File: config.mk
export PLATFORM = sky130hd
export DESIGN_NAME = dps_top
export DESIGN_NICKNAME = d
export VERILOG_FILES = /design/src/hdl/dps_pkg.sv /design/src/hdl/dps_sync3.sv /design/src/hdl/dps_tap.sv /design/src/hdl/dps_top.sv
export VERILOG_INCLUDE_DIRS = /design/src /design/src/hdl
export SDC_FILE = /design/constraint.sdc
export NUM_CORES = 1
export LEC_CHECK = 0
export BUFFER_PORTS_ARGS = -buffer_cell sky130_fd_sc_hd__buf_4
export CAP_MARGIN = 20
export CORE_MARGIN = 2
export CORE_UTILIZATION = 46
export DETAILED_ROUTE_END_ITERATION = 16
export PLACE_DENSITY = 0.76
export RECOVER_POWER = 100
export SETUP_SLACK_MARGIN = 0.05
export SLEW_MARGIN = 20
export SYNTH_ARGS = -nofsm -noshare
export SYNTH_HDL_FRONTEND = slang
export SYNTH_HIERARCHICAL = 1
export SYNTH_SLANG_ARGS = --single-unit
export TNS_END_PERCENT = 10
File: constraint.sdc
create_clock -name clk_i -period 3.1 [get_ports clk_i]
set_input_delay 0.31 -clock clk_i [delete_from_list [all_inputs] [get_ports clk_i]]
set_output_delay 0.31 -clock clk_i [all_outputs]
set_load 0.05 [all_outputs]
File: src/hdl/dps_defs.svh
`ifndef DPS_DEFS_SVH
`define DPS_DEFS_SVH
// ==========================================================
// Processor status codes.
`define DPS_PST_CONT   4'h0
`define DPS_PST_BEGIN  4'h1
`define DPS_PST_RSV0   4'h2
`define DPS_PST_USER   4'h3
`define DPS_PST_PULSE  4'h4
`define DPS_PST_BRANCH 4'h5
`define DPS_PST_RSV1   4'h6
`define DPS_PST_RTE    4'h7
`define DPS_PST_DDATA  2'h2
`define DPS_PST_EXCP   4'hC
`define DPS_PST_RSV2   4'hD
`define DPS_PST_STOP   4'hE
`define DPS_PST_HALT   4'hF
// ==========================================================
// Serial port, capture and status event bit constants.
`define DPS_PKT_LAST   5'h10
`define DPS_IR_CAPTURE 4'h1
`define DPS_NIB        4
`define DPS_EV_DDATA   5
`define DPS_EV_RTE     4
`define DPS_EV_BRANCH  3
`define DPS_EV_PULSE   2
`define DPS_EV_USER    1
`define DPS_EV_BEGIN   0
`endif

File: src/hdl/dps_pkg.sv
package dps_pkg;
  // ==========================================================
  // Test access port controller states, one-hot.
  typedef enum logic [15:0] {
    TLR = 16'h0001, RTI = 16'h0002, SEL_DR = 16'h0004, CAP_DR = 16'h0008,
    SH_DR = 16'h0010, EX1_DR = 16'h0020, PAU_DR = 16'h0040, EX2_DR = 16'h0080,
    UPD_DR = 16'h0100, SEL_IR = 16'h0200, CAP_IR = 16'h0400, SH_IR = 16'h0800,
    EX1_IR = 16'h1000, PAU_IR = 16'h2000, EX2_IR = 16'h4000, UPD_IR = 16'h8000
  } dps_tap_state_t;
endpackage : dps_pkg

File: src/hdl/dps_sync3.sv
`timescale 1ns/10ps
module dps_sync3 #(
  parameter int W = 1
) (
  input  wire logic         clk_i,
  input  wire logic         rstn_i,
  input  wire logic [W-1:0] d_i,
  output logic      [W-1:0] q_o
);
  typedef struct packed {
    logic [W-1:0] f1;
    logic [W-1:0] f2;
    logic [W-1:0] f3;
    logic [W-1:0] q;
  } dps_sync_reg_t;
  dps_sync_reg_t r_reg;
  dps_sync_reg_t r_next;
  logic [W-1:0]  agree;

  // ==========================================================
  // A change is accepted only once the second and third stages agree.
  always_comb begin
    r_next    = r_reg;
    agree     = r_reg.f2 ~^ r_reg.f3;
    r_next.f1 = d_i;
    r_next.f2 = r_reg.f1;
    r_next.f3 = r_reg.f2;
    r_next.q  = (agree & r_reg.f3) | (~agree & r_reg.q);
  end

  always_ff @(posedge clk_i or negedge rstn_i) begin
    if (!rstn_i) begin
      r_reg <= '0;
    end else begin
      r_reg <= r_next;
    end
  end

  assign q_o = r_reg.q;
endmodule : dps_sync3

File: src/hdl/dps_tap.sv
`timescale 1ns/10ps
`include "dps_defs.svh"
module dps_tap import dps_pkg::*; #(
  parameter int IR_W = 4
) (
  input  wire logic clk_i,
  input  wire logic jtag_rstn_i,
  input  wire logic tck_rise_i,
  input  wire logic tck_fall_i,
  input  wire logic tms_i,
  input  wire logic tdi_i,
  output logic      tdo_o,
  output logic      tdo_oe_o
);
  typedef struct packed {
    dps_tap_state_t   st;
    logic [IR_W-1:0]  ir_sh;
    logic             byp;
    logic             tdo;
    logic             oe;
  } dps_tap_reg_t;
  dps_tap_reg_t r_reg;
  dps_tap_reg_t r_next;
  logic         shifting;

  // ==========================================================
  // Controller steps on the test clock rise; output moves on its fall.
  always_comb begin
    r_next   = r_reg;
    shifting = (r_reg.st == SH_DR) || (r_reg.st == SH_IR);
    if (tck_rise_i) begin
      unique case (r_reg.st)
        TLR:    r_next.st = tms_i ? TLR : RTI;
        RTI:    r_next.st = tms_i ? SEL_DR : RTI;
        SEL_DR: r_next.st = tms_i ? SEL_IR : CAP_DR;
        CAP_DR: r_next.st = tms_i ? EX1_DR : SH_DR;
        SH_DR:  r_next.st = tms_i ? EX1_DR : SH_DR;
        EX1_DR: r_next.st = tms_i ? UPD_DR : PAU_DR;
        PAU_DR: r_next.st = tms_i ? EX2_DR : PAU_DR;
        EX2_DR: r_next.st = tms_i ? UPD_DR : SH_DR;
        UPD_DR: r_next.st = tms_i ? SEL_DR : RTI;
        SEL_IR: r_next.st = tms_i ? TLR : CAP_IR;
        CAP_IR: r_next.st = tms_i ? EX1_IR : SH_IR;
        SH_IR:  r_next.st = tms_i ? EX1_IR : SH_IR;
        EX1_IR: r_next.st = tms_i ? UPD_IR : PAU_IR;
        PAU_IR: r_next.st = tms_i ? EX2_IR : PAU_IR;
        EX2_IR: r_next.st = tms_i ? UPD_IR : SH_IR;
        UPD_IR: r_next.st = tms_i ? SEL_DR : RTI;
      endcase
      // Serial input is taken on the same rise as the mode select.
      if (r_reg.st == CAP_IR) r_next.ir_sh = IR_W'(`DPS_IR_CAPTURE);
      if (r_reg.st == SH_IR)  r_next.ir_sh = {tdi_i, r_reg.ir_sh[IR_W-1:1]};
      if (r_reg.st == CAP_DR) r_next.byp = 1'b0;
      if (r_reg.st == SH_DR)  r_next.byp = tdi_i;
    end
    // Updating on the fall gives the tester half a period of setup.
    if (tck_fall_i) begin
      r_next.oe  = shifting;
      r_next.tdo = (r_reg.st == SH_IR) ? r_reg.ir_sh[0] : r_reg.byp;
    end
  end

  // The test reset clears the controller without any test clock edge.
  always_ff @(posedge clk_i or negedge jtag_rstn_i) begin
    if (!jtag_rstn_i) begin
      r_reg <= '{st: TLR, default: '0};
    end else begin
      r_reg <= r_next;
    end
  end

  assign tdo_o    = r_reg.tdo;
  assign tdo_oe_o = r_reg.oe;
endmodule : dps_tap

File: src/hdl/dps_top.sv
`timescale 1ns/10ps
`include "dps_defs.svh"
// Notes on behaviour
// - Select pin routes shared pins to JTAG or debug.
// - Low test reset clears JTAG logic asynchronously.
// - Mode select sampled on test clock rise.
// - Test data input sampled on test clock rise.
// - Test output driven only in shift states.
// - Test output changes only on test clock fall.
// - Debug serial input passes a synchroniser first.
// - Debug serial output comes straight from a register.
// - Break pin asserted requests a processor breakpoint.
// - Status sample clock tells host when to sample.
// - Four-bit capture data shows data and break status.
// - Status code is synchronous, reflects core state.
// - Codes for execute, user, pulse, branch, return.
// - Codes for transfer lengths, exception and stop.
// - Halted flag is the AND of status bits.
// - Code all ones and flag only when halted.
module dps_top import dps_pkg::*; #(
  parameter int PKT_W        = 17,
  parameter int WORD_W       = 32,
  parameter bit REDUCED_PINS = 1'b0
) (
  input  wire logic              clk_i,
  input  wire logic              rstn_i,
  input  wire logic              jtag_select_i,
  input  wire logic              test_clock_in_i,
  input  wire logic              pin_reset_clk_i,
  input  wire logic              pin_mode_break_i,
  input  wire logic              pin_data_in_i,
  input  wire logic [PKT_W-1:0]  bdm_tx_word_i,
  input  wire logic              begin_instr_i,
  input  wire logic              user_entry_i,
  input  wire logic              pulse_write_debug_data_instr_i,
  input  wire logic              taken_branch_i,
  input  wire logic              return_from_exception_i,
  input  wire logic              ddata_begin_i,
  input  wire logic [1:0]        ddata_bytes_i,
  input  wire logic [WORD_W-1:0] capture_word_i,
  input  wire logic [3:0]        break_status_i,
  input  wire logic              exception_i,
  input  wire logic              core_stopped_i,
  input  wire logic              core_halted_i,
  output logic                   pin_data_out_o,
  output logic                   pin_data_out_oe_o,
  output logic [PKT_W-1:0]       bdm_rx_word_o,
  output logic                   bdm_rx_valid_o,
  output logic                   manual_break_request_o,
  output logic [3:0]             processor_status_code_o,
  output logic [3:0]             debug_capture_data_o,
  output logic                   status_sample_clock_o,
  output logic                   core_halted_flag_o
);
  typedef struct packed {
    logic              tck_prev;
    logic              debug_serial_clock_prev;
    logic [4:0]        bit_cnt;
    logic [PKT_W-1:0]  rx_sh;
    logic [PKT_W-1:0]  tx_sh;
    logic [PKT_W-1:0]  rx_word;
    logic              rx_valid;
    logic              brk;
    logic              pout;
    logic              poe;
    logic              sclk;
    logic [5:0]        pend;
    logic [1:0]        bytes;
    logic [WORD_W-1:0] word;
    logic [WORD_W-1:0] dd_sh;
    logic [3:0]        dd_cnt;
    logic [3:0]        pst;
    logic              halted;
    logic [3:0]        ddata;
  } dps_top_reg_t;
  dps_top_reg_t      r_reg;
  dps_top_reg_t      r_next;
  logic [4:0]        sync_q;
  logic              s_jsel;
  logic              s_tck;
  logic              s_rclk;
  logic              s_mbrk;
  logic              s_din;
  logic              jtag_rstn;
  logic              tck_rise;
  logic              tck_fall;
  logic              ds_rise;
  logic              ds_fall;
  logic              tap_tdo;
  logic              tap_oe;
  logic              upd;
  logic [5:0]        ev;
  logic [5:0]        take;
  logic [3:0]        code;
  logic [1:0]        bsel;
  logic [WORD_W-1:0] wsel;

  // ==========================================================
  // Pin synchronisers. Both link clocks are sampled like data, so
  // the mode select and data inputs keep the same latency as edges.
  dps_sync3 #(
    .W (5)
  ) u_sync (
    .clk_i  (clk_i),
    .rstn_i (rstn_i),
    .d_i    ({jtag_select_i, test_clock_in_i, pin_reset_clk_i, pin_mode_break_i, pin_data_in_i}),
    .q_o    (sync_q)
  );

  // Synchronised levels, split for readability.
  assign s_jsel = sync_q[4];
  assign s_tck  = sync_q[3];
  assign s_rclk = sync_q[2];
  assign s_mbrk = sync_q[1];
  assign s_din  = sync_q[0];

  // The shared reset pin acts as test reset only in JTAG mode; in the
  // debug mode the controller is simply held in reset.
  assign jtag_rstn = rstn_i & jtag_select_i & pin_reset_clk_i;

  // Edge pulses of the two link clocks, gated by the active mode.
  assign tck_rise = s_jsel & s_tck & ~r_reg.tck_prev;
  assign tck_fall = s_jsel & ~s_tck & r_reg.tck_prev;
  assign ds_rise  = ~s_jsel & s_rclk & ~r_reg.debug_serial_clock_prev;
  assign ds_fall  = ~s_jsel & ~s_rclk & r_reg.debug_serial_clock_prev;

  // ==========================================================
  // Test access port.
  dps_tap #(
    .IR_W (4)
  ) u_tap (
    .clk_i       (clk_i),
    .jtag_rstn_i (jtag_rstn),
    .tck_rise_i  (tck_rise),
    .tck_fall_i  (tck_fall),
    .tms_i       (s_mbrk),
    .tdi_i       (s_din),
    .tdo_o       (tap_tdo),
    .tdo_oe_o    (tap_oe)
  );

  // ==========================================================
  // Next state of the serial port, the break request and the status.
  always_comb begin
    r_next            = r_reg;
    r_next.tck_prev   = s_tck;
    r_next.debug_serial_clock_prev = s_rclk;
    r_next.rx_valid   = 1'b0;

    // Debug serial port: sample on the rise, drive on the fall.
    if (s_jsel) begin
      r_next.bit_cnt = 5'h00;
    end else if (ds_rise) begin
      r_next.rx_sh = {r_reg.rx_sh[PKT_W-2:0], s_din};
      if (r_reg.bit_cnt == `DPS_PKT_LAST) begin
        r_next.bit_cnt  = 5'h00;
        r_next.rx_word  = {r_reg.rx_sh[PKT_W-2:0], s_din};
        r_next.rx_valid = 1'b1;
        r_next.tx_sh    = bdm_tx_word_i;
      end else begin
        r_next.bit_cnt = r_reg.bit_cnt + 5'h01;
      end
    end else if (ds_fall) begin
      r_next.tx_sh = {r_reg.tx_sh[PKT_W-2:0], 1'b0};
    end

    // Shared output pin: test output in JTAG mode, registered serial
    // output in debug mode.
    if (s_jsel) begin
      r_next.pout = tap_tdo;
      r_next.poe  = tap_oe;
    end else begin
      r_next.poe = 1'b1;
      if (ds_fall) begin
        r_next.pout = r_reg.tx_sh[PKT_W-1];
      end
    end

    // The break pin is active low and only meaningful in debug mode.
    r_next.brk = ~s_jsel & ~s_mbrk;

    // Status runs at half the core rate; it changes as the sample clock
    // falls, so the host sees a steady value at every rising edge.
    r_next.sclk = ~r_reg.sclk;
    upd         = r_reg.sclk;
    ev          = r_reg.pend | {ddata_begin_i, return_from_exception_i, taken_branch_i,
                                pulse_write_debug_data_instr_i, user_entry_i, begin_instr_i};
    bsel        = ddata_begin_i ? ddata_bytes_i : r_reg.bytes;
    wsel        = ddata_begin_i ? capture_word_i : r_reg.word;
    if (ddata_begin_i) begin
      r_next.bytes = ddata_bytes_i;
      r_next.word  = capture_word_i;
    end

    // Priority: halted, stopped, exception, capture, then instruction
    // events. Capture waits until the previous transfer has drained.
    code = `DPS_PST_CONT;
    take = 6'h00;
    if (core_halted_i) begin
      code = `DPS_PST_HALT;
    end else if (core_stopped_i) begin
      code = `DPS_PST_STOP;
    end else if (exception_i) begin
      code = `DPS_PST_EXCP;
    end else if (ev[`DPS_EV_DDATA] && r_reg.dd_cnt == 4'h0) begin
      code = {`DPS_PST_DDATA, bsel};
      take[`DPS_EV_DDATA] = 1'b1;
    end else if (ev[`DPS_EV_RTE]) begin
      code = `DPS_PST_RTE;
      take[`DPS_EV_RTE] = 1'b1;
    end else if (ev[`DPS_EV_BRANCH]) begin
      code = `DPS_PST_BRANCH;
      take[`DPS_EV_BRANCH] = 1'b1;
    end else if (ev[`DPS_EV_PULSE]) begin
      code = `DPS_PST_PULSE;
      take[`DPS_EV_PULSE] = 1'b1;
    end else if (ev[`DPS_EV_USER]) begin
      code = `DPS_PST_USER;
      take[`DPS_EV_USER] = 1'b1;
    end else if (ev[`DPS_EV_BEGIN]) begin
      code = `DPS_PST_BEGIN;
      take[`DPS_EV_BEGIN] = 1'b1;
    end

    // Events that arrive while another is reported stay pending, so a
    // new event of another kind never loses to the clear of an older one.
    if (upd) begin
      r_next.pend   = ev & ~take;
      r_next.pst    = code;
      r_next.halted = &code;
      if (r_reg.dd_cnt != 4'h0) begin
        r_next.ddata  = r_reg.dd_sh[`DPS_NIB-1:0];
        r_next.dd_sh  = {{`DPS_NIB{1'b0}}, r_reg.dd_sh[WORD_W-1:`DPS_NIB]};
        r_next.dd_cnt = r_reg.dd_cnt - 4'h1;
      end else begin
        r_next.ddata = break_status_i;
      end
      if (take[`DPS_EV_DDATA]) begin
        r_next.dd_sh  = wsel;
        r_next.dd_cnt = 4'({2'b00, bsel} + 4'h1) << 1;
      end
    end else begin
      r_next.pend = ev;
    end
  end

  // ==========================================================
  // State register.
  always_ff @(posedge clk_i or negedge rstn_i) begin
    if (!rstn_i) begin
      r_reg <= '0;
    end else begin
      r_reg <= r_next;
    end
  end

  // Outputs come straight from the state register; on reduced-pin
  // parts the status code and capture data outputs are held at zero.
  assign pin_data_out_o          = r_reg.pout;
  assign pin_data_out_oe_o       = r_reg.poe;
  assign bdm_rx_word_o           = r_reg.rx_word;
  assign bdm_rx_valid_o          = r_reg.rx_valid;
  assign manual_break_request_o  = r_reg.brk;
  assign processor_status_code_o = REDUCED_PINS ? 4'h0 : r_reg.pst;
  assign debug_capture_data_o    = REDUCED_PINS ? 4'h0 : r_reg.ddata;
  assign status_sample_clock_o   = r_reg.sclk;
  assign core_halted_flag_o      = r_reg.halted;
endmodule : dps_top
==> results of run 1 <==
[kinds of logic after synthesis]
group           synth area share [%]
mux                            5.728
compound gates                 11.15
xor+xnor                      0.8576
simple gates                   16.94
buf+inv                        5.652
fa+ha+maj                      1.455
flops                          58.22
[per-stage QoR]
stage	worst slack (ns)	power [W]	hold slack, ns
3_5_place_dp	0.8430	0.004439	0.3347
3_3_place_gp	0.9238	0.004399	0.3330
2_1_floorplan	0.8269	0.004051	0.01441
5_1_grt	0.3574	0.006918	0.07558
6_report	0.5786	0.006575	0.07835
4_1_cts	0.8447	0.006681	0.0001594
[how the worst max path moves through the flow]
stage / slack, ns / cells after the start / endpoint / from
final: 0.58 / 8 / r_reg[18]$_DFFE_PN0P_ / r_reg[9]$_DFFE_PN0P_
after global routing: 0.36 / 8 / r_reg[28]$_DFFE_PN0P_ / r_reg[10]$_DFFE_PN0P_
after CTS: 0.84 / 9 / r_reg[121]$_DFFE_PN0P_ / r_reg[141]$_DFFE_PN0P_
after detailed placement: 0.84 / 9 / r_reg[115]$_DFFE_PN0P_ / r_reg[141]$_DFFE_PN0P_
after global placement: 0.92 / 9 / r_reg[116]$_DFFE_PN0P_ / r_reg[141]$_DFFE_PN0P_
after floorplan: 0.83 / 9 / u_tap/r_reg[3]$_DFFE_PN0P_ / flop
[routing by layer]
layer  wire [µm]  up-vias  track usage (%)
li1            -     2690                -
met1        7681     2796            25.85
met2        7951      143            28.91
met3         961       19            5.482
met4         186        0            5.269
met5           0        -                0
[power groups by stage]
stage	Sequential [W]	Combinational, W	Clock, W
floorplan	0.00310	0.000952	0
global placement	0.00316	0.00124	0
detailed placement	0.00316	0.00128	0
CTS	0.00312	0.00128	0.00227
global route	0.00317	0.00137	0.00238
finish	0.00312	0.00122	0.00223
[final cells by class]
| type | count | area [µm²] | share of cell area [%] |
|---|---|---|---|
| Tap cell | 225 | 281.5 | 3.004 |
| Timing Repair Buffer | 120 | 770.7 | 8.223 |
| Sequential cell | 190 | 4756 | 50.74 |
| Inverter | 11 | 41.29 | 0.4405 |
| Clock inverter | 15 | 177.7 | 1.896 |
| Multi-Input combinational cell | 460 | 2920 | 31.16 |
| Clock buffer | 17 | 425.4 | 4.539 |
[layout by cell type (no fill, tap or decap), drive strengths merged, types with 3 or more instances in the layout]
master / instances
o41ai: 3
or3: 4
a21oi: 8
nand4: 7
nor3: 11
nand2b: 7
xor2: 4
dlygate4sd3: 5
inv: 16
clkinvlp: 3
or4: 3
a22o: 5
mux2: 38
ha: 5
nand2: 160
a31oi: 6
nand3: 4
o2bb2ai: 12
a221o: 29
xnor2: 4
buf: 73
dfrtp: 189
o21ai: 18
nor4b: 3
clkbuf: 59
and3: 30
nor4: 5
a22oi: 16
clkinv: 5
nor2: 38
nor3b: 3
mux2i: 4
maj3: 5
[worst max-delay path, stage by stage, from the launching register on]
cell and delay [ns]:
dfrtp_1 0.40, inv_1 0.09, ha_1 0.17, nor3b_1 0.19
clkbuf_1 0.34, o21ai_0 0.37, nor2_4 0.43, buf_4 0.28
a221o_1 0.18
[synth_stat cells (3+ instances only)]
library cell	instances	share of area, %
a21oi_1	8	0.49
a221o_1	29	3.6
a22o_1	5	0.54
a22oi_1	16	1.5
a31oi_1	6	0.46
and3_1	30	2.3
buf_2	12	0.74
buf_4	32	2.9
buf_6	4	0.55
clkbuf_1	19	0.87
dfrtp_1	189	58
ha_1	5	0.77
inv_1	9	0.41
maj3_2	5	0.69
mux2_2	38	5.2
mux2i_1	4	0.49
nand2_1	160	7.4
nand2b_1	6	0.46
nand3_1	4	0.25
nand4_1	7	0.54
nor2_1	35	1.6
nor3_1	10	0.61
nor4_1	4	0.31
o21ai_0	14	0.86
o21ai_1	4	0.25
o2bb2ai_1	12	1.3
o41ai_1	3	0.32
or3_1	4	0.31
xnor2_1	4	0.43
xor2_1	4	0.43
==> out/metrics.csv, run 1 <==
metric;value;unit
status;finished with violations;
violations;max-capacitance violations, max-slew violations;
portBuffers;101;
r2r-end;r_reg[18]$_DFFE_PN0P_;
dieArea;18840;µm²
clk_latency;0.44;ns
rr_worst_depth;8;
overflow;0;
worstPathArrival;2.89;ns
dpl.cell_count;1001;
drv_cap;1;
clkPwrFrac;34.0;%
crit_path_max_fanout;14;
diodes;0;
yosysWarnings;6;
clkTransAtPathRegs;0.07;ns
post_cts_resized;0;
synth_fp_nets;805;
period_minus_slack;2.521;ns
cts_tree;built;
cp.required;3.47;ns
syn_avg_cell_area;11.21;µm²
p_seq_share;47.5;%
rsz0062_at_grt;false;
max_freq;396.6;MHz
finalSetupViolCount;0;
grt_antenna_before_repair;0;
vias;5648;
final_area;9373;µm²
power.net_switching;0.002003;W
peakVddDrop;0.4418;mV
syn_area;8169;µm²
grt_pass1_vias;5488;
fin_util;54.00;%
powerDensity;701.5;nW/µm²
post-route-period-util;81.34;%
grt_usage;18.73;%
grt_pass1_wl;27.57;mm
min_path_cells;3;
postPlaceCellArea;8915;µm²
wirelength;16.78;mm
place.gp.congestion;0.8535;
n_fill_cell;1550;
drtIter0Drc;411;
synth_enable_flop_cells;0;
cts.sinks;190;
vias_per_cell;5.441;
route.detailed.drc;0;
largest_reg_flops;116;
layout.nets;876;
p_int;0.004572;W
place_hpwl;10.82;mm
synthToLayoutAreaGrowth;14.73;%
final.setup_skew;0.01597;ns
drive_gt1_share;16.36;%
io_pins;102;
slew-limit-headroom;-50.01;%
synth_seq_area_share;58.22;%
combPwrFrac;18.5;%
async_flop_share;100.0;%
rows;48;
postCtsSetupBuffers;0;
critPathKind;flop to flop;
die_y;137.3;µm
endpoint_kind;flop;
detail_route.wl_per_cell;16.17;µm
grt_max_degree;168;
start_util;47.07;%
hold_class;input port to flop;
hold_viol;0;
htreeDepth;4;
drv_slew;168;
r2r_start;r_reg[9]$_DFFE_PN0P_;
cts_hold_buf;4;
r2r_slack;0.58;ns
drtPass1Iterations;6;
die_x;137.3;µm
leakage;4.455;nW
tightest_slew;2.250;ns
worstHoldStart;bdm_tx_word_i[0];
synth_seq_cells;190;
synth_flop_cell;dfrtp_1;
hold_end;r_reg[107]$_DFFE_PN0P_;
synthCells;729;
ant_nets;0;
ys_types;67;
clockBufferDepth;2;
netSwitchingFraction;30.47;%
cts_root_buffer;clkbuf_16;
coreArea;17360;µm²
cts_buffers;17;
cp-start-kind;flop;
final.setup.tns;0;ns
final_cells;1038;
Power figures use the tool's default switching activity.
==> run 2: changes to the inputs <==
==> constraint.sdc (replaced) <==
create_clock -name clk_i -period 2.54 [get_ports clk_i]
set_input_delay 0.254 -clock clk_i [delete_from_list [all_inputs] [get_ports clk_i]]
set_output_delay 0.254 -clock clk_i [all_outputs]
set_load 0.05 [all_outputs]
==> run 2 against run 1 <==
  * The flow now finishes without violations
  * First-iteration DRC count down 14%
  * Total power up 26%
  * Clock-buffer cell count up 1
  * Combinational power up 24%
  * Clock skew down 0.00065 ns
  * Largest cell class unchanged
  * Largest power group unchanged
  * Highest routed layer unchanged
==> out/metrics.csv, run 2 (synthesis gave the netlist of run 1 again) <==
metric;value;unit;change
rsz0062_at_grt;false;;
cts_root_buffer;clkbuf_16;;
rows;48;;unchanged
postCtsSetupBuffers;0;;unchanged
met2_usage;29.88;%;+0.97 points
crit_path_max_fanout;35;;+21
drtIter0Drc;354;;-14%
cpMostUsedCell;nand2_1;;
largest_reg_flops;116;;unchanged
grt_util_met3;4.231;%;-1.3 points
clk_latency;0.43;ns;about the same
post_cts_resized;0;;unchanged
cp-start-kind;flop;;
finalSetupViolCount;0;;unchanged
final.setup.tns;0;ns;unchanged
diodes;0;;unchanged
slowest_stage;clkbuf_2;;
cp_num_buf_inv;3;;unchanged
post-place-ws;0.5294;ns;-0.3137 ns
peakVddDrop;0.4627;mV;+4.7%
io_pins;102;;unchanged
multiInputGateArea;2939;µm²;+0.64%
leakage;4.529;nW;+1.7%
worstPathArrival;2.55;ns;-0.34 ns
final_cell_mix;dfrtp_1, nand2_1, buf_4;;
die_x;137.3;µm;unchanged
drtPass1Iterations;4;;-2
grt_max_degree;67;;-60%
start_util;47.07;%;unchanged
tightest_slew;1.159;ns;-1.091 ns
clkTransAtPathRegs;0.07;ns;about the same
hold_viol;0;;unchanged
cp_top_family;buffers and inverters;;
status;completed;;
max_freq;456.6;MHz;+15%
slew-limit-headroom;22.73;%;+73 points
overflow;0;;unchanged
worstPathCellList;inv_1, ha_1, nor4bb_4, nand2_1, clkinv_1, clkbuf_2, a22oi_1, nand2_1;;
cts.sinks;190;;unchanged
period_minus_slack;2.190;ns;-0.3314 ns
portBuffers;101;;unchanged
clockBufferDepth;2;;unchanged
cts_hold_buf;6;;+2
path_depth;8;;unchanged
cp.required;2.90;ns;-0.57 ns
route.detailed.drc;0;;unchanged
use_met1;25.74;%;-0.10 points
final.setup_skew;0.01532;ns;-0.0006516 ns
die_y;137.3;µm;unchanged
powerDensity;872.3;nW/µm²;+24%
synthToLayoutAreaGrowth;16.40;%;
n_fill_cell;1516;;-2.2%
min_path_cells;3;;unchanged
hold_class;input port to flop;;
layout.nets;880;;+0.46%
post-route-period-util;86.22;%;+4.9 points
slowest_delay;0.54;ns;+0.11 ns
vias;5647;;-0.018%
vias_per_cell;5.425;;-0.31%
fin_util;54.79;%;+0.79 points
cts_buffers;17;;unchanged
htreeDepth;4;;unchanged
place.gp.congestion;0.8941;;+4.8%
drv_slew;0;;-100%
top_usage_layer;met2;;
endpoint_kind;flop;;
layout_commonest_cell;dfrtp_1;;
fin_ws;0.3500;ns;-0.2286 ns
rr_worst_depth;8;;unchanged
grt_pass1_wl;27.82;mm;+0.93%
dieArea;18840;µm²;unchanged
regArea;4756;µm²;unchanged
place_hpwl;10.98;mm;+1.5%
grt_antenna_before_repair;0;;unchanged
critPathKind;flop to flop;;
drive_gt1_share;17.28;%;+0.92 points
whs;0.02803;ns;-0.05032 ns
grt_pass1_vias;5626;;+2.5%
detail_route.wl_per_cell;15.98;µm;-1.1%
cts_tree;built;;
grt_usage;18.73;%;about the same
ant_nets;0;;unchanged
coreArea;17360;µm²;unchanged
dpl.cell_count;1004;;+0.30%
wirelength;16.64;mm;-0.86%
drv_cap;0;;-1
final_cells;1041;;+0.29%
run 2: report_power, final:
group / total (W) / internal (W) / switching (W)
clock: 0.00299 / 0.00185 / 0.00114
sequential: 0.00380 / 0.00348 / 0.000319
combinational: 0.00151 / 0.000629 / 0.000878
total: 0.00830 / 0.00596 / 0.00233
run 2: layout make-up:
cell class	instances	share of cell area, %
clock buffer	18	4.513
clock inverter	13	2.487
inverter	11	0.4342
multi-input combinational	460	30.91
sequential	190	50.01
tap	225	2.961
timing repair buffer	124	8.684
run 2: final timing paths:
| check | slack (ns) | startpoint | to |
|---|---|---|---|
| worst max-delay path | 0.35 | r_reg[141]$_DFFE_PN0P_ | r_reg[113]$_DFFE_PN0P_ |
| worst min-delay path | 0.03 | bdm_tx_word_i[0] | r_reg[107]$_DFFE_PN0P_ |
| worst max register to register | 0.35 | r_reg[141]$_DFFE_PN0P_ | r_reg[113]$_DFFE_PN0P_ |
| worst min register to register | 0.35 | u_sync/r_next[14]$_DFF_PN0_ | u_sync/r_next[9]$_DFF_PN0_ |
| max in group asynchronous | 0.55 | rstn_i | r_reg[80]$_DFF_PN0_ |
| min in group asynchronous | 0.59 | rstn_i | manual_break_request_o$_DFF_PN0_ |
run 2: worst min-delay path, delay by kind of cell:
| family | cells | cell delay, ns |
|---|---|---|
| buffers and inverters | 1 | 0.07 |
| and+or+nand+nor | 2 | 0.09 |
run 2: per-stage QoR:
stage / area, µm² / total power, W
6_report: 9509 / 0.008295
3_5_place_dp: 8950 / 0.005413
3_3_place_gp: 8950 / 0.005366
5_1_grt: 9509 / 0.008738
2_1_floorplan: 8169 / 0.004944
4_1_cts: 9676 / 0.008423
run 2: metal layers:
layer	routed length (µm)	up-vias	share of wire, %
li1	-	2691	-
met1	7720	2788	46
met2	7952	151	48
met3	789	17	4.7
met4	173	0	1.0
met5	0	-	0
==> run 3: changes to the inputs <==
--- a/config.mk
+++ b/config.mk
@@ -6,12 +6,12 @@
 export SDC_FILE = /design/constraint.sdc
 export NUM_CORES = 1
 export LEC_CHECK = 0
-export BUFFER_PORTS_ARGS = -buffer_cell sky130_fd_sc_hd__buf_4
 export CAP_MARGIN = 20
 export CORE_MARGIN = 2
-export CORE_UTILIZATION = 46
+export CORE_UTILIZATION = 50
 export DETAILED_ROUTE_END_ITERATION = 16
-export PLACE_DENSITY = 0.76
+export DONT_BUFFER_PORTS = 1
+export PLACE_DENSITY = 0.75
 export RECOVER_POWER = 100
 export SETUP_SLACK_MARGIN = 0.05
 export SLEW_MARGIN = 20
==> run 3 against run 2 <==
  * The flow now finishes with violations (negative hold slack)
  * Wire length up 7.4%
  * Final area grew 0.63%
  * Global-route usage up 2.4 points
  * Die area shrank 7.8%
  * Hold slack worse by 0.51 ns
  * Combinational power shrank 8%
==> out/metrics.csv, run 3 (synthesis gave the netlist of run 1 again) <==
metric;value;unit;change
status;finished with violations;;
violations;negative hold slack;;
io_pins;102;;unchanged
powerDensity;826.5;nW/µm²;-5.3%
wirelength;17.87;mm;+7.4%
route.detailed.drc;0;;unchanged
whs;-0.4772;ns;-0.5053 ns
rsz0062_at_grt;false;;
peakVddDrop;0.5689;mV;+23%
cts_buffers;17;;unchanged
die_x;131.8;µm;-4.0%
layout.nets;857;;-2.6%
coreArea;15940;µm²;-8.1%
detail_route.wl_per_cell;17.69;µm;+11%
highest_layer;met4;;
layout_commonest_cell;dfrtp_1;;
final.setup.tns;0;ns;unchanged
start_util;51.24;%;+4.2 points
crit_path_max_fanout;33;;-5.7%
n_fill_cell;1266;;-16%
diodes;0;;unchanged
grt_pass1_vias;5923;;+5.3%
postCtsSetupBuffers;0;;unchanged
clockBufferDepth;2;;unchanged
cp-start-kind;flop;;
die_y;131.8;µm;-4.0%
grt_usage;21.16;%;+2.4 points
wl_met3;904;µm;+15%
grt_max_degree;169;;+150%
finalSetupViolCount;0;;unchanged
multiInputGateArea;2943;µm²;+0.13%
htreeDepth;4;;unchanged
tightest_slew;1.201;ns;+0.04211 ns
cts_root_buffer;clkbuf_16;;
cts_tree;built;;
largest_reg_flops;116;;unchanged
grt_pass1_wl;29.81;mm;+7.1%
cts.sinks;190;;unchanged
place_hpwl;10.77;mm;-1.9%
portBuffers;0;;-100%
synthToLayoutAreaGrowth;17.14;%;
rows;46;;-4.2%
final_cell_mix;dfrtp_1, nand2_1, dlygate4sd3_1;;
wl_met2;9.066;mm;+14%
endpoint_kind;flop;;
final.setup_skew;0.009586;ns;-0.005730 ns
critPathKind;flop to flop;;
vias_per_cell;5.687;;+4.8%
hold_class;input port to asynchronous set/reset pin;;
final_area;9569;µm²;+0.63%
place.gp.congestion;0.8344;;-6.7%
regArea;4757;µm²;about the same
clkTransAtPathRegs;0.08;ns;about the same
vias;5744;;+1.7%
clk_latency;0.43;ns;about the same
leakage;4.444;nW;-1.9%
grt_antenna_before_repair;0;;unchanged
post-route-period-util;87.10;%;+0.88 points
cp.required;2.86;ns;-0.04 ns
post_cts_resized;0;;unchanged
ant_nets;0;;unchanged
max_freq;452.0;MHz;-1.0%
drtIter0Drc;539;;+52%
drv_cap;0;;unchanged
dieArea;17380;µm²;-7.8%
drtPass1Iterations;7;;+3
drv_slew;0;;unchanged
postPlaceCellArea;8120;µm²;-9.3%
worstPathArrival;2.53;ns;-0.02 ns
slew-limit-headroom;19.92;%;-2.8 points
drive_gt1_share;9.824;%;-7.5 points
hold_viol;167;;+167
overflow;0;;unchanged
met1_length;7.672;mm;-0.62%
period_minus_slack;2.212;ns;+0.02240 ns
run 3: routing by layer:
layer	up-vias	global-route usage [%]
met4	0	6.280
met3	20	5.421
met5	-	0
li1	2648	-
met1	2887	27.69
met2	189	35.05
run 3: cell type report:
cell class / instances / share of cell area, %
Clock inverter: 15 / 1.582
Multi-Input combinational cell: 460 / 30.75
Timing Repair Buffer: 101 / 10.25
Sequential cell: 190 / 49.71
Clock buffer: 17 / 4.446
Tap cell: 216 / 2.824
Inverter: 11 / 0.4315
run 3: critical path, cell delays in order (launching register included):
cell,delay (ns)
dfrtp_1,0.40
inv_1,0.10
ha_1,0.19
or3b_1,0.37
clkbuf_2,0.40
and3_1,0.36
a221o_1,0.27
run 3: worst paths after layout:
kind	from	to	slack, ns	cells past startpoint
worst max-delay path	r_reg[9]$_DFFE_PN0P_	r_reg[20]$_DFFE_PN0P_	0.33	6
worst min register to register	u_sync/r_next[12]$_DFF_PN0_	u_sync/r_next[7]$_DFF_PN0_	0.35	0
max in group asynchronous	pin_reset_clk_i	u_tap/tdo_oe_o$_DFFE_PN0P_	0.42	4
worst max register to register	r_reg[9]$_DFFE_PN0P_	r_reg[20]$_DFFE_PN0P_	0.33	6
worst min-delay path	rstn_i	manual_break_request_o$_DFF_PN0_	-0.48	0
min in group clk_i	ddata_begin_i	r_reg[59]$_DFFE_PN0P_	0.01	1
run 3: repair_timing:
item                                    4_1_cts  5_1_grt
hold buffers                                 84        6
hold endpoints to repair                    229      190
endpoints found under the setup margin        0        0
run 3: report_power, final:
group          internal [W]  switching (W)
logic              0.000649       0.000743
clock network       0.00131        0.00127
registers           0.00348       0.000453
run 3: metrics by stage:
| step | util, % | setup slack [ns] | cells | total power, W |
|---|---|---|---|---|
| floorplan | - | 0.2669 | 729 | 0.004944 |
| global placement | 50.93 | 0.5671 | 888 | 0.005148 |
| detailed placement | 50.93 | 0.4975 | 888 | 0.005239 |
| CTS | 59.83 | 0.4665 | 1004 | 0.007969 |
| global route | 60.02 | 0.1475 | 1010 | 0.008319 |
| finish | 60.02 | 0.3276 | 1010 | 0.007908 |
